<file path="config.mk">
export PLATFORM = sky130hd
export DESIGN_NAME = port4_chip_select_decoder
export DESIGN_NICKNAME = d
export VERILOG_FILES = /design/src/core/cs_decoder_pkg.sv /design/src/core/cs_pin_if.sv /design/src/core/cs_addr_match.sv /design/src/core/port4_chip_select_decoder.sv
export VERILOG_INCLUDE_DIRS = /design/src /design/src/core
export SDC_FILE = /design/constraint.sdc
export NUM_CORES = 1
export LEC_CHECK = 0
export BUFFER_PORTS_ARGS = -buffer_cell sky130_fd_sc_hd__buf_2
export CAP_MARGIN = 20
export CORE_MARGIN = 4
export CORE_UTILIZATION = 45
export CTS_CLUSTER_SIZE = 16
export DETAILED_ROUTE_END_ITERATION = 10
export HOLD_SLACK_MARGIN = 0.15
export PLACE_DENSITY = 0.68
export SETUP_SLACK_MARGIN = 0.2
export SLEW_MARGIN = 20
export SYNTH_ARGS = -nofsm -noshare
export SYNTH_HDL_FRONTEND = slang
export SYNTH_HIERARCHICAL = 1
export SYNTH_SLANG_ARGS = --single-unit
</file>
<file path="constraint.sdc">
create_clock -name clk -period 4.9 [get_ports clk]
set_input_delay 0.98 -clock clk [delete_from_list [all_inputs] [get_ports clk]]
set_output_delay 0.98 -clock clk [all_outputs]
set_load 0.1 [all_outputs]
</file>
<file path="src/core/cs_decoder_defs.svh">
`ifndef CS_DECODER_DEFS_SVH
`define CS_DECODER_DEFS_SVH
`define REG_IDX_W 8
`define IDX_PIN2_CMP_LO 8'hac
`define IDX_PIN2_CMP_HI 8'had
`define IDX_PIN3_CMP_LO 8'hb4
`define IDX_PIN3_CMP_HI 8'hb5
`define IDX_PINS01_CFG 8'hc2
`define IDX_PINS23_CFG 8'hc3
`define IDX_PIN0_CMP_LO 8'hd8
`define IDX_PIN0_CMP_HI 8'hd9
`define IDX_PIN1_CMP_LO 8'hda
`define IDX_PIN1_CMP_HI 8'hdb
`define IDX_PORT_LATCH 8'hdc
`define IDX_PIN_STATE 8'hdd
`define FUN_HI_LSB 6
`define LEN_HI_LSB 4
`define FUN_LO_LSB 2
`define LEN_LO_LSB 0
`define FUNC_GPIO 2'h0
`define FUNC_RD 2'h1
`define FUNC_WR 2'h2
`define FUNC_RW 2'h3
`define LEN_16 2'h0
`define LEN_15 2'h1
`define LEN_14 2'h2
`define LEN_8 2'h3
`define MASK_16 16'hffff
`define MASK_15 16'hfffe
`define MASK_14 16'hfffc
`define MASK_8 16'hff00
`define CFG_RESET 8'h00
`define CMP_RESET 8'h00
`define LATCH_RESET 4'hf
`define HSIZE_WORD 3'h2
`define HRESP_OKAY 1'b0
`endif

</file>
<file path="src/core/cs_decoder_pkg.sv">
`default_nettype none
`include "cs_decoder_defs.svh"
package cs_decoder_pkg;
  typedef enum logic [1:0] {
    FN_GPIO = `FUNC_GPIO,
    FN_RD = `FUNC_RD,
    FN_WR = `FUNC_WR,
    FN_RW = `FUNC_RW
  } pin_func_t;
  typedef enum logic [1:0] {
    LN_16 = `LEN_16,
    LN_15 = `LEN_15,
    LN_14 = `LEN_14,
    LN_8 = `LEN_8
  } cmp_len_t;
endpackage : cs_decoder_pkg
`default_nettype wire

</file>
<file path="src/core/cs_pin_if.sv">
`timescale 1ns/1ps
`default_nettype none
interface cs_pin_if;
  import cs_decoder_pkg::*;
  pin_func_t func;
  cmp_len_t len;
  logic [15:0] cmp_word;
  logic [15:0] bus_addr;
  logic bus_rd;
  logic bus_wr;
  logic hit;
  modport cfg (output func, len, cmp_word, bus_addr, bus_rd, bus_wr,
    input hit);
  modport match (input func, len, cmp_word, bus_addr, bus_rd, bus_wr,
    output hit);
endinterface : cs_pin_if
`default_nettype wire

</file>
<file path="src/core/cs_addr_match.sv">
`timescale 1ns/1ps
`default_nettype none
`include "cs_decoder_defs.svh"
module cs_addr_match
  import cs_decoder_pkg::*;
(
  cs_pin_if.match pin
);
  logic [15:0] mask;
  logic addr_eq;
  logic access_ok;

  always_comb
  begin
    unique case (pin.len)
      LN_16: mask = `MASK_16; // RULE_05
      LN_15: mask = `MASK_15; // RULE_06
      LN_14: mask = `MASK_14; // RULE_07
      LN_8: mask = `MASK_8; // RULE_08
    endcase
  end

  assign addr_eq = ((pin.bus_addr ^ pin.cmp_word) & mask) == 16'h0000;

  always_comb
  begin
    unique case (pin.func)
      FN_GPIO: access_ok = 1'b0; // RULE_01
      FN_RD: access_ok = pin.bus_rd; // RULE_02
      FN_WR: access_ok = pin.bus_wr; // RULE_03
      FN_RW: access_ok = pin.bus_rd | pin.bus_wr; // RULE_04
    endcase
  end

  assign pin.hit = addr_eq & access_ok;
endmodule : cs_addr_match
`default_nettype wire

</file>
<file path="src/core/port4_chip_select_decoder.sv">
// Functional notes
// [RULE_01] function 00: pin is a plain port bit like port 1
// [RULE_02] function 01: read strobe, asserted on in-range reads only
// [RULE_03] function 10: write strobe, asserted on in-range writes only
// [RULE_04] function 11: strobe asserted on in-range reads and writes
// [RULE_05] length 00: all 16 address bits compared with high:low bytes
// [RULE_06] length 01: upper 15 bits compared, address bit 0 ignored
// [RULE_07] length 10: upper 14 bits compared, two low bits ignored
// [RULE_08] length 11: only high byte compared, low bytes ignored
// [RULE_09] config b: pin 3 function 7:6, length 5:4, pin 2 function 3:2
// [RULE_10] config b: pin 2 length in bits 1:0, same encodings
// [RULE_11] config a: pin 1 function 7:6, length 5:4
// [RULE_12] config a: pin 0 function 3:2, length 1:0
// [RULE_13] each pin has own low/high compare bytes; pin 3 at b4h/b5h
// [RULE_14] strobe mode: pin low only on qualifying matched access, else high
// [RULE_15] after reset all function fields zero, pins are plain port bits
`timescale 1ns/1ps
`default_nettype none
`include "cs_decoder_defs.svh"
module port4_chip_select_decoder
  import cs_decoder_pkg::*;
#(
  parameter int PINS = 4
)
(
  input wire logic clk,
  input wire logic reset,
  input wire logic hsel,
  input wire logic [31:0] haddr,
  input wire logic [1:0] htrans,
  input wire logic hwrite,
  input wire logic [2:0] hsize,
  input wire logic [31:0] hwdata,
  input wire logic hready,
  output logic hreadyout,
  output logic hresp,
  output logic [31:0] hrdata,
  input wire logic [15:0] ext_addr,
  input wire logic ext_rd_n,
  input wire logic ext_wr_n,
  input wire logic [PINS-1:0] strobe_pin_in,
  output logic [PINS-1:0] strobe_pin_out,
  output logic [PINS-1:0] strobe_pin_oe
);
  logic [7:0] pins01_cs_config_q;
  logic [7:0] pins23_cs_config_q;
  logic [7:0] cmp_lo_q [PINS];
  logic [7:0] cmp_hi_q [PINS];
  logic [PINS-1:0] port_latch_q;
  logic [PINS-1:0] pin_meta_q;
  logic [PINS-1:0] pin_sync_q;
  logic wr_pend_q;
  logic [`REG_IDX_W-1:0] wr_idx_q;
  logic [31:0] hrdata_q;
  logic hreadyout_q;
  logic hresp_q;
  logic [PINS-1:0] pin_out_q;
  logic [PINS-1:0] pin_oe_q;

  logic [`REG_IDX_W-1:0] req_idx;
  logic req_ok;
  logic req_rd;
  logic req_wr;
  logic [7:0] wbyte;
  logic [7:0] rd_byte;
  pin_func_t fun_w [PINS];
  cmp_len_t len_w [PINS];
  wire logic [PINS-1:0] hit_w;

  assign req_idx = haddr[`REG_IDX_W+1:2];
  assign req_ok = hsel & hready & htrans[1] & (haddr[31:`REG_IDX_W+2] ==
    '0) & (haddr[1:0] == 2'h0);
  assign req_rd = req_ok & ~hwrite;
  assign req_wr = req_ok & hwrite & (hsize == `HSIZE_WORD);
  assign wbyte = hwdata[7:0];

  function automatic logic writable(input logic [`REG_IDX_W-1:0] idx);
    unique case (idx)
      `IDX_PINS01_CFG, `IDX_PINS23_CFG, `IDX_PORT_LATCH,
      `IDX_PIN0_CMP_LO, `IDX_PIN0_CMP_HI, `IDX_PIN1_CMP_LO,
      `IDX_PIN1_CMP_HI, `IDX_PIN2_CMP_LO, `IDX_PIN2_CMP_HI,
      `IDX_PIN3_CMP_LO, `IDX_PIN3_CMP_HI: writable = 1'b1;
      default: writable = 1'b0;
    endcase
  endfunction : writable

  // field split of the two configuration bytes
  always_comb
  begin
    fun_w[0] = pin_func_t'(pins01_cs_config_q[`FUN_LO_LSB +: 2]); // RULE_12
    len_w[0] = cmp_len_t'(pins01_cs_config_q[`LEN_LO_LSB +: 2]); // RULE_12
    fun_w[1] = pin_func_t'(pins01_cs_config_q[`FUN_HI_LSB +: 2]); // RULE_11
    len_w[1] = cmp_len_t'(pins01_cs_config_q[`LEN_HI_LSB +: 2]); // RULE_11
    fun_w[2] = pin_func_t'(pins23_cs_config_q[`FUN_LO_LSB +: 2]); // RULE_09
    len_w[2] = cmp_len_t'(pins23_cs_config_q[`LEN_LO_LSB +: 2]); // RULE_10
    fun_w[3] = pin_func_t'(pins23_cs_config_q[`FUN_HI_LSB +: 2]); // RULE_09
    len_w[3] = cmp_len_t'(pins23_cs_config_q[`LEN_HI_LSB +: 2]); // RULE_09
  end

  // read mux; a write still in its data phase is forwarded
  always_comb
  begin
    rd_byte = 8'h00;
    if (wr_pend_q && wr_idx_q == req_idx && writable(req_idx))
    begin
      rd_byte = wbyte;
      if (req_idx == `IDX_PORT_LATCH)
        rd_byte = {{(8-PINS){1'b0}}, wbyte[PINS-1:0]};
    end
    else
    begin
      unique case (req_idx)
        `IDX_PINS01_CFG: rd_byte = pins01_cs_config_q;
        `IDX_PINS23_CFG: rd_byte = pins23_cs_config_q;
        `IDX_PIN0_CMP_LO: rd_byte = cmp_lo_q[0];
        `IDX_PIN0_CMP_HI: rd_byte = cmp_hi_q[0];
        `IDX_PIN1_CMP_LO: rd_byte = cmp_lo_q[1];
        `IDX_PIN1_CMP_HI: rd_byte = cmp_hi_q[1];
        `IDX_PIN2_CMP_LO: rd_byte = cmp_lo_q[2];
        `IDX_PIN2_CMP_HI: rd_byte = cmp_hi_q[2];
        `IDX_PIN3_CMP_LO: rd_byte = cmp_lo_q[3];
        `IDX_PIN3_CMP_HI: rd_byte = cmp_hi_q[3];
        `IDX_PORT_LATCH: rd_byte = {{(8-PINS){1'b0}}, port_latch_q};
        `IDX_PIN_STATE: rd_byte = {{(8-PINS){1'b0}}, pin_sync_q};
        default: rd_byte = 8'h00;
      endcase
    end
  end

  // bus slave: zero wait states, always okay
  always_ff @(posedge clk or posedge reset)
  begin
    if (reset)
    begin
      wr_pend_q <= 1'b0;
      wr_idx_q <= '0;
      hrdata_q <= 32'h0000_0000;
      hreadyout_q <= 1'b0;
      hresp_q <= `HRESP_OKAY;
    end
    else
    begin
      hreadyout_q <= 1'b1;
      hresp_q <= `HRESP_OKAY;
      if (hready)
      begin
        wr_pend_q <= req_wr;
        wr_idx_q <= req_idx;
      end
      if (req_rd)
      begin
        hrdata_q <= {24'h000000, rd_byte};
      end
    end
  end

  // configuration registers
  always_ff @(posedge clk or posedge reset)
  begin
    if (reset)
    begin
      pins01_cs_config_q <= `CFG_RESET; // RULE_15
      pins23_cs_config_q <= `CFG_RESET; // RULE_15
      port_latch_q <= `LATCH_RESET;
    end
    else if (wr_pend_q)
    begin
      if (wr_idx_q == `IDX_PINS01_CFG)
      begin
        pins01_cs_config_q <= wbyte; // RULE_11
      end
      if (wr_idx_q == `IDX_PINS23_CFG)
      begin
        pins23_cs_config_q <= wbyte; // RULE_09
      end
      if (wr_idx_q == `IDX_PORT_LATCH)
      begin
        port_latch_q <= wbyte[PINS-1:0];
      end
    end
  end

  // per-pin compare bytes
  always_ff @(posedge clk or posedge reset)
  begin
    if (reset)
    begin
      for (int i = 0; i < PINS; i++)
      begin
        cmp_lo_q[i] <= `CMP_RESET;
        cmp_hi_q[i] <= `CMP_RESET;
      end
    end
    else if (wr_pend_q)
    begin
      unique case (wr_idx_q)
        `IDX_PIN0_CMP_LO: cmp_lo_q[0] <= wbyte; // RULE_13
        `IDX_PIN0_CMP_HI: cmp_hi_q[0] <= wbyte; // RULE_13
        `IDX_PIN1_CMP_LO: cmp_lo_q[1] <= wbyte; // RULE_13
        `IDX_PIN1_CMP_HI: cmp_hi_q[1] <= wbyte; // RULE_13
        `IDX_PIN2_CMP_LO: cmp_lo_q[2] <= wbyte; // RULE_13
        `IDX_PIN2_CMP_HI: cmp_hi_q[2] <= wbyte; // RULE_13
        `IDX_PIN3_CMP_LO: cmp_lo_q[3] <= wbyte; // RULE_13
        `IDX_PIN3_CMP_HI: cmp_hi_q[3] <= wbyte; // RULE_13
        default: ;
      endcase
    end
  end

  // pin readback passes two flip-flops
  always_ff @(posedge clk or posedge reset)
  begin
    if (reset)
    begin
      pin_meta_q <= '0;
      pin_sync_q <= '0;
    end
    else
    begin
      pin_meta_q <= strobe_pin_in;
      pin_sync_q <= pin_meta_q;
    end
  end

  genvar g;
  generate
    for (g = 0; g < PINS; g++)
    begin : g_pin
      cs_pin_if pin_if ();
      assign pin_if.func = fun_w[g];
      assign pin_if.len = len_w[g];
      assign pin_if.cmp_word = {cmp_hi_q[g], cmp_lo_q[g]}; // RULE_05
      assign pin_if.bus_addr = ext_addr;
      assign pin_if.bus_rd = ~ext_rd_n;
      assign pin_if.bus_wr = ~ext_wr_n;
      assign hit_w[g] = pin_if.hit;
      cs_addr_match u_match (
        .pin(pin_if)
      );
    end
  endgenerate

  // pin drive: strobe modes push-pull, port mode pulls low from latch
  always_ff @(posedge clk or posedge reset)
  begin
    if (reset)
    begin
      pin_out_q <= '0;
      pin_oe_q <= '0;
    end
    else
    begin
      for (int i = 0; i < PINS; i++)
      begin
        if (fun_w[i] == FN_GPIO)
        begin
          pin_out_q[i] <= 1'b0; // RULE_01
          pin_oe_q[i] <= ~port_latch_q[i]; // RULE_01
        end
        else
        begin
          pin_out_q[i] <= ~hit_w[i]; // RULE_14
          pin_oe_q[i] <= 1'b1; // RULE_14
        end
      end
    end
  end

  assign hreadyout = hreadyout_q;
  assign hresp = hresp_q;
  assign hrdata = hrdata_q;
  assign strobe_pin_out = pin_out_q;
  assign strobe_pin_oe = pin_oe_q;

  for (g = 0; g < PINS; g++)
  begin : g_chk

  end
endmodule : port4_chip_select_decoder
`default_nettype wire

</file>
After elaboration in Yosys (flattened, before gate mapping)
Index checks and enable logic that the tools add are counted.

Memory bits (read-only): 0. Memories: 0. Logic and storage cells: 147. Flip-flop bits (word level): 118. Memory bits (writable): 0. Latch bits: 0. Output and inout port bits: 42. Input bits: 96.

Bitwise gates (word level): 31. Shifts and indexed selects: 0. Eq/ne operators: 49. $add $sub $neg: 0. Divide/modulo/power cells: 0. Multipliers: 0. $lt $le $gt $ge: 0. Muxes and demuxes: 20. Reduce and logical (&&, ||, !) cells: 28.

Operators by type and width (count): 16-bit one-hot mux with 4 select lines (4); 8-bit equality test, second input constant (23); 8-bit one-hot mux with 12 select lines (1); 16-bit bitwise AND (4); 16-bit zero test (4); 16-bit bitwise XOR (4); 2-bit equality test, second input constant (16); 22-bit zero test (1); 2-bit AND reduction (11); 2-bit zero test (9); 2-bit by 1-bit equality test with 1-bit output, second input constant (8); 8-bit two-way mux (2); 1-bit one-hot mux with 4 select lines (4); 1-bit bitwise AND (11); 1-bit inverter (11); 11-bit OR reduction (1); 1-bit two-way mux (9); 8-bit equality test (1); 3-bit by 2-bit equality test with 1-bit output, second input constant (1); 1-bit logical AND (2); 1-bit OR (1).

Logic depth before layout (Yosys ltp)
Depth in word-level cells: 7. Mapped depth: 8. Gate-level depth less buffers: 6.

Modules after synthesis
The synthesis kept the hierarchy.

By module, submodules not included: port4_chip_select_decoder (cells each 482, area an instance 5820.6 um^2, seq. area each 2957.8 um^2, times used 1); cs_addr_match (cells each 24, area an instance 202.7 um^2, seq. area each 0.0 um^2, times used 4).

Least setup slack after synthesis
No wires, ideal clock.

Path kind: input to register. Start: input haddr[6]. End: register hrdata_q[1], in the netlist hrdata[1]. Library setup time: 130 ps. Buffers on the path: 2. Path slack: 2566 ps. Data required time: 4770 ps. Data arrival time: 2205 ps. Stages on the path: 7. Path through: buf_2 -> and4bb_4 -> a2111oi_4 -> nor2b_1 -> buf_6 -> a32oi_1 -> o21ai_1.

Longest elaborated chain between the ends: 5. Elaborated cells on any way between the ends: 19. Those cells by class: 13 x eq/ne; 3 x mux; 3 x reduce/logical.

RTL lines: start, declared (line port4_chip_select_decoder.sv:29) `input wire logic [31:0] haddr,`; 8-bit equality test (line port4_chip_select_decoder.sv:78, port4_chip_select_decoder.sv:112); 11-bit OR reduction (line port4_chip_select_decoder.sv:78) `unique case (idx)`; 1-bit two-way mux (line port4_chip_select_decoder.sv:78); 1-bit logical AND (line port4_chip_select_decoder.sv:104) `if (wr_pend_q && wr_idx_q == req_idx && writable(req_idx))`; 8-bit two-way mux (*) (line port4_chip_select_decoder.sv:104); end signal, assigned (line port4_chip_select_decoder.sv:152) `hrdata_q <= {24'h000000, rd_byte};`; end, declared (line port4_chip_select_decoder.sv:54) `logic [31:0] hrdata_q;`.

Mark *: on every way between the ends. The rest lies on a longest branch, timed or not. A chain may end at the register's enable or synchronous reset.

Worst setup path after layout
Start: input haddr[3]. End: register hrdata_q[0], in the netlist hrdata[0].

The elaborated chain is that of the path after synthesis.

==> impl_metrics.yaml <==
outcome:
  run_status: "finished, final reports clean"
clocking:
  holdBufCountCts: 0
  worstSkewPairLatency_ps: 430
  post_cts.repair.setup_buffers: 0
  clk_pin_slew_ps: 50
  cts_tree: "built"
  cts.root.buffer_cell: "clkbuf_16"
  ctsHtreeMaxLevel: 4
  post_cts_sizing_count: 0
  max-clock-path-buffers: 2
  cts.sink_count: 118
  numCtsBuffers: 17
floorplanning:
  ioPinCount: 138
  fp.dieH_um: 129.4
  placeableCoreArea_um2: 14480
  floorplan.die_area_um2: 16740
  rows: 44
  start_util: 0.4580
  die_width_um: 129.4
synthesis:
  synthesis.instances: 578
  synth_top_area_share: 0.4302
  synth_ff_type: "dfrtp_1"
  yosys_register_bits: 118
  synth_largest_area_cell: "dfrtp_1"
  syn_area_um2: 6631
  yosysWarningCount: 6
  ys_async_sr_fraction: 1.000
  yosys-top-cells-area: "dfrtp_1, mux2_2, xnor2_1"
  synth.distinct_cells: 66
  synth-seq-area-share: 0.4460
  post_synth.cell_area_avg_um2: 11.47
  number_of_enable_type_register_cells_in_the_synthesized_netlist: 0
cells_and_area:
  layout_commonest_cell: "dfrtp_1"
  final-seq-area_um2: 2958
  fin_nets: 753
  multi_input_area_um2: 3392
  mostFrequentLayoutCells: "dfrtp_1, mux2_2, buf_2, xnor2_1, xor2_1"
  drive_above_1_share: 0.3552
  num_antenna_cells: 0
  fillCellCount: 1281
  flow.area_growth_from_synthesis_pct: 15.49
power_and_ir_drop:
  total_power_w: 0.002544
  intPower_w: 0.001870
  net-switching-power_w: 0.0006740
  p_per_area_nw_per_um2: 332.2
  p_leak_nw: 3.432
  worst_ir_drop_vdd_v: 0.0002516
  combinationalPowerShare: 0.122
  sequentialPowerShare: 0.403
  clock_power_share: 0.475
  netSwitchingFraction: 0.2649
critical_path:
  worst-r2r-cell-count: 4
  critical_path_end_type: "register"
  crit_slowest_cell: "buf_2"
  timing.critical_path.buf_inv: 2
  critical_path.cell_chain: "buf_2 > clkinv_1 > nand4_1 > o21ai_0 > a221o_1 > a222oi_1 > o21ai_1"
  timing.critical_path.fanout_max: 30
  worst_ep_required_time_ps: 5190
  arrival_ps: 3130
  rrSetupSlack_ps: 2740
  worstReg2RegEnd: "cmp_hi_q[7]"
  reg2reg_from: "wr_idx_q[7]"
  startpoint_type: "input port"
  timing.critical_path.slowest_cell_delay_ps: 530
  crit_path_start: "haddr[3]"
  timing.setup.critical_path_class: "input port to register"
  critPathTopFamily: "buffers and inverters"
timing:
  grt_setup_unrepaired: "false"
  post-route-min-period_ps: 2844
  final_max_slew_viol_count: 0
  max_slew.worst_pin.slew_ps: 1112
  setup-tns-final_ps: 0
  clock-skew-final_ps: 17.66
  timing.final.crit_share: 0.5804
  final-setup-viol-count: 0
  final_hold_viol_count: 0
  max_slew_margin_vs_limit: 0.2559
  maxClockFrequency_ghz: 0.3516
  final_critical_path_setup_slack_ps: 2056
routing:
  detail_route.drc_violations: 0
  routed-wl-met2_um: 8648
  routed_wire_length_per_instance_um: 21.81
  m1WireLength_um: 7941
  dr.first_iter.drc_count: 509
  drt.antenna.violating_nets: 0
  vias_per_cell: 5.877
  drt_wl_total_um: 18620
  highest-signal-layer: "met4"
  detailroute.via_count: 5019
  met3WireLength_um: 1363
  detail_route.first_pass.iterations: 5
flow_run:
  cap_viol_max_count: 0
place:
  port_buffers: 87
  dp_slack_ps: 1711
  globalplace.congestion: 0.9394
  dpl.hpwl_um: 13420
worst_hold_path:
  worst_hold_path.endpoint: "pin_sync_q[3]"
  worstHoldPathType: "register to register"
  hold_path.startpoint: "pin_meta_q[3]"
  holdPathStages: 0
global_route:
  globalRoute.totalOverflow: 0
  maximum_number_of_pins_on_one_net_before_global_route_repair: 65
  via_count_of_the_first_global_routing_pass: 5009
  grt_antenna_before_repair: 0
  grt_pass1_wl_um: 28210
  groute.usage.overall: 0.2274
-- stage by stage --
stage                     hold slack [ps]  utilization  cell area (um2)  instances
after floorplan                     331.2            -             6721        602
after global placement              337.3       0.4889             7078        822
after detailed placement            337.8       0.4889             7078        822
after CTS                           345.5       0.5289             7659        854
after global routing                358.5       0.5289             7659        854
final                               345.7       0.5289             7659        854
-- power by group through the flow --
stage / Clock [W] / Sequential [W] / Combinational [W]
after CTS: 0.00122 / 0.00102 / 0.000309
after floorplan: 0 / 0.00105 / 0.000222
final: 0.00121 / 0.00103 / 0.000310
after global routing: 0.00127 / 0.00103 / 0.000328
after detailed placement: 0 / 0.00104 / 0.000308
after global placement: 0 / 0.00104 / 0.000302
-- area by class of cell --
cell class                      count  share of cell area
Multi-Input combinational cell    421              0.4429
Sequential cell                   118              0.3862
Clock buffer                       29             0.07058
Timing Repair Buffer               91             0.06077
Tap cell                          184             0.03006
Clock inverter                      3            0.005228
Inverter                            8            0.004248
-- sequential cells by signal (all words and copies together), names as in the netlist --
| signal | cells |
|---|---|
| pins01_cs_config_q | 8 |
| cmp_lo_q | 32 |
| hreadyout | 1 |
| strobe_pin_oe | 4 |
| pins23_cs_config_q | 8 |
| strobe_pin_out | 4 |
| port_latch_q | 4 |
| hrdata | 8 |
| wr_pend_q | 1 |
| wr_idx_q | 8 |
| pin_sync_q | 4 |
| pin_meta_q | 4 |
| cmp_hi_q | 32 |
-- cells by family after synthesis --
group,Yosys count,share of synthesized area
AOI/OAI and AO/OA,88,0.09887
xor gates and xnor gates,72,0.09510
buffers and inverters,63,0.05604
DFF,118,0.4460
muxes,108,0.1847
other,2,0.001132
and+or+nand+nor,127,0.1181
-- cells in the mapped netlist (2+ instances only) --
cell       number
dfrtp_1       114
mux2_2         89
xnor2_1        39
xor2_1         33
buf_4          27
nand2_1        22
nand3_1        22
clkbuf_1       16
nor2_1         16
mux2i_1        14
a32oi_1        11
nor4_1         10
o21ai_0        10
a22oi_1         9
buf_2           9
o21ai_1         8
nand4_1         7
nor3_1          7
o211ai_1        7
inv_1           6
nor2b_1         6
a21oi_1         5
a22o_1          5
a31oi_1         5
nor2_2          5
o22ai_1         5
dfstp_2         4
mux2_4          4
nand2b_1        4
nor4_2          4
o2111ai_1       4
o21a_1          4
a221oi_1        3
buf_6           3
or3_1           3
a211oi_1        2
conb_1          2
nand3b_1        2
nand4b_1        2
nor4_4          2
nor4bb_1        2
o32ai_1         2
-- per-layer routing --
metal | vias to the layer above | global-route usage
li1 | 2230 | -
met1 | 2495 | 0.2991
met2 | 251 | 0.3588
met3 | 43 | 0.04905
met4 | 0 | 0.1093
met5 | - | 0
-- worst max-delay path by stage --
stage             endpoint  slack (ps)  cells past startpoint
2_1_floorplan  cmp_hi_q[0]         800                      1
3_3_place_gp     hrdata[0]        1710                      7
3_5_place_dp     hrdata[0]        1710                      7
4_1_cts          hrdata[0]        2160                      7
5_1_grt          hrdata[0]        2030                      7
6_report         hrdata[0]        2060                      7
-- worst register-to-register path: cells and delay by family (launching register included) --
family           cells  cell delay (ps)
muxes                1              430
and+or+nand+nor      3             1210
DFF                  1              420
(Power assumes the default switching activity.)
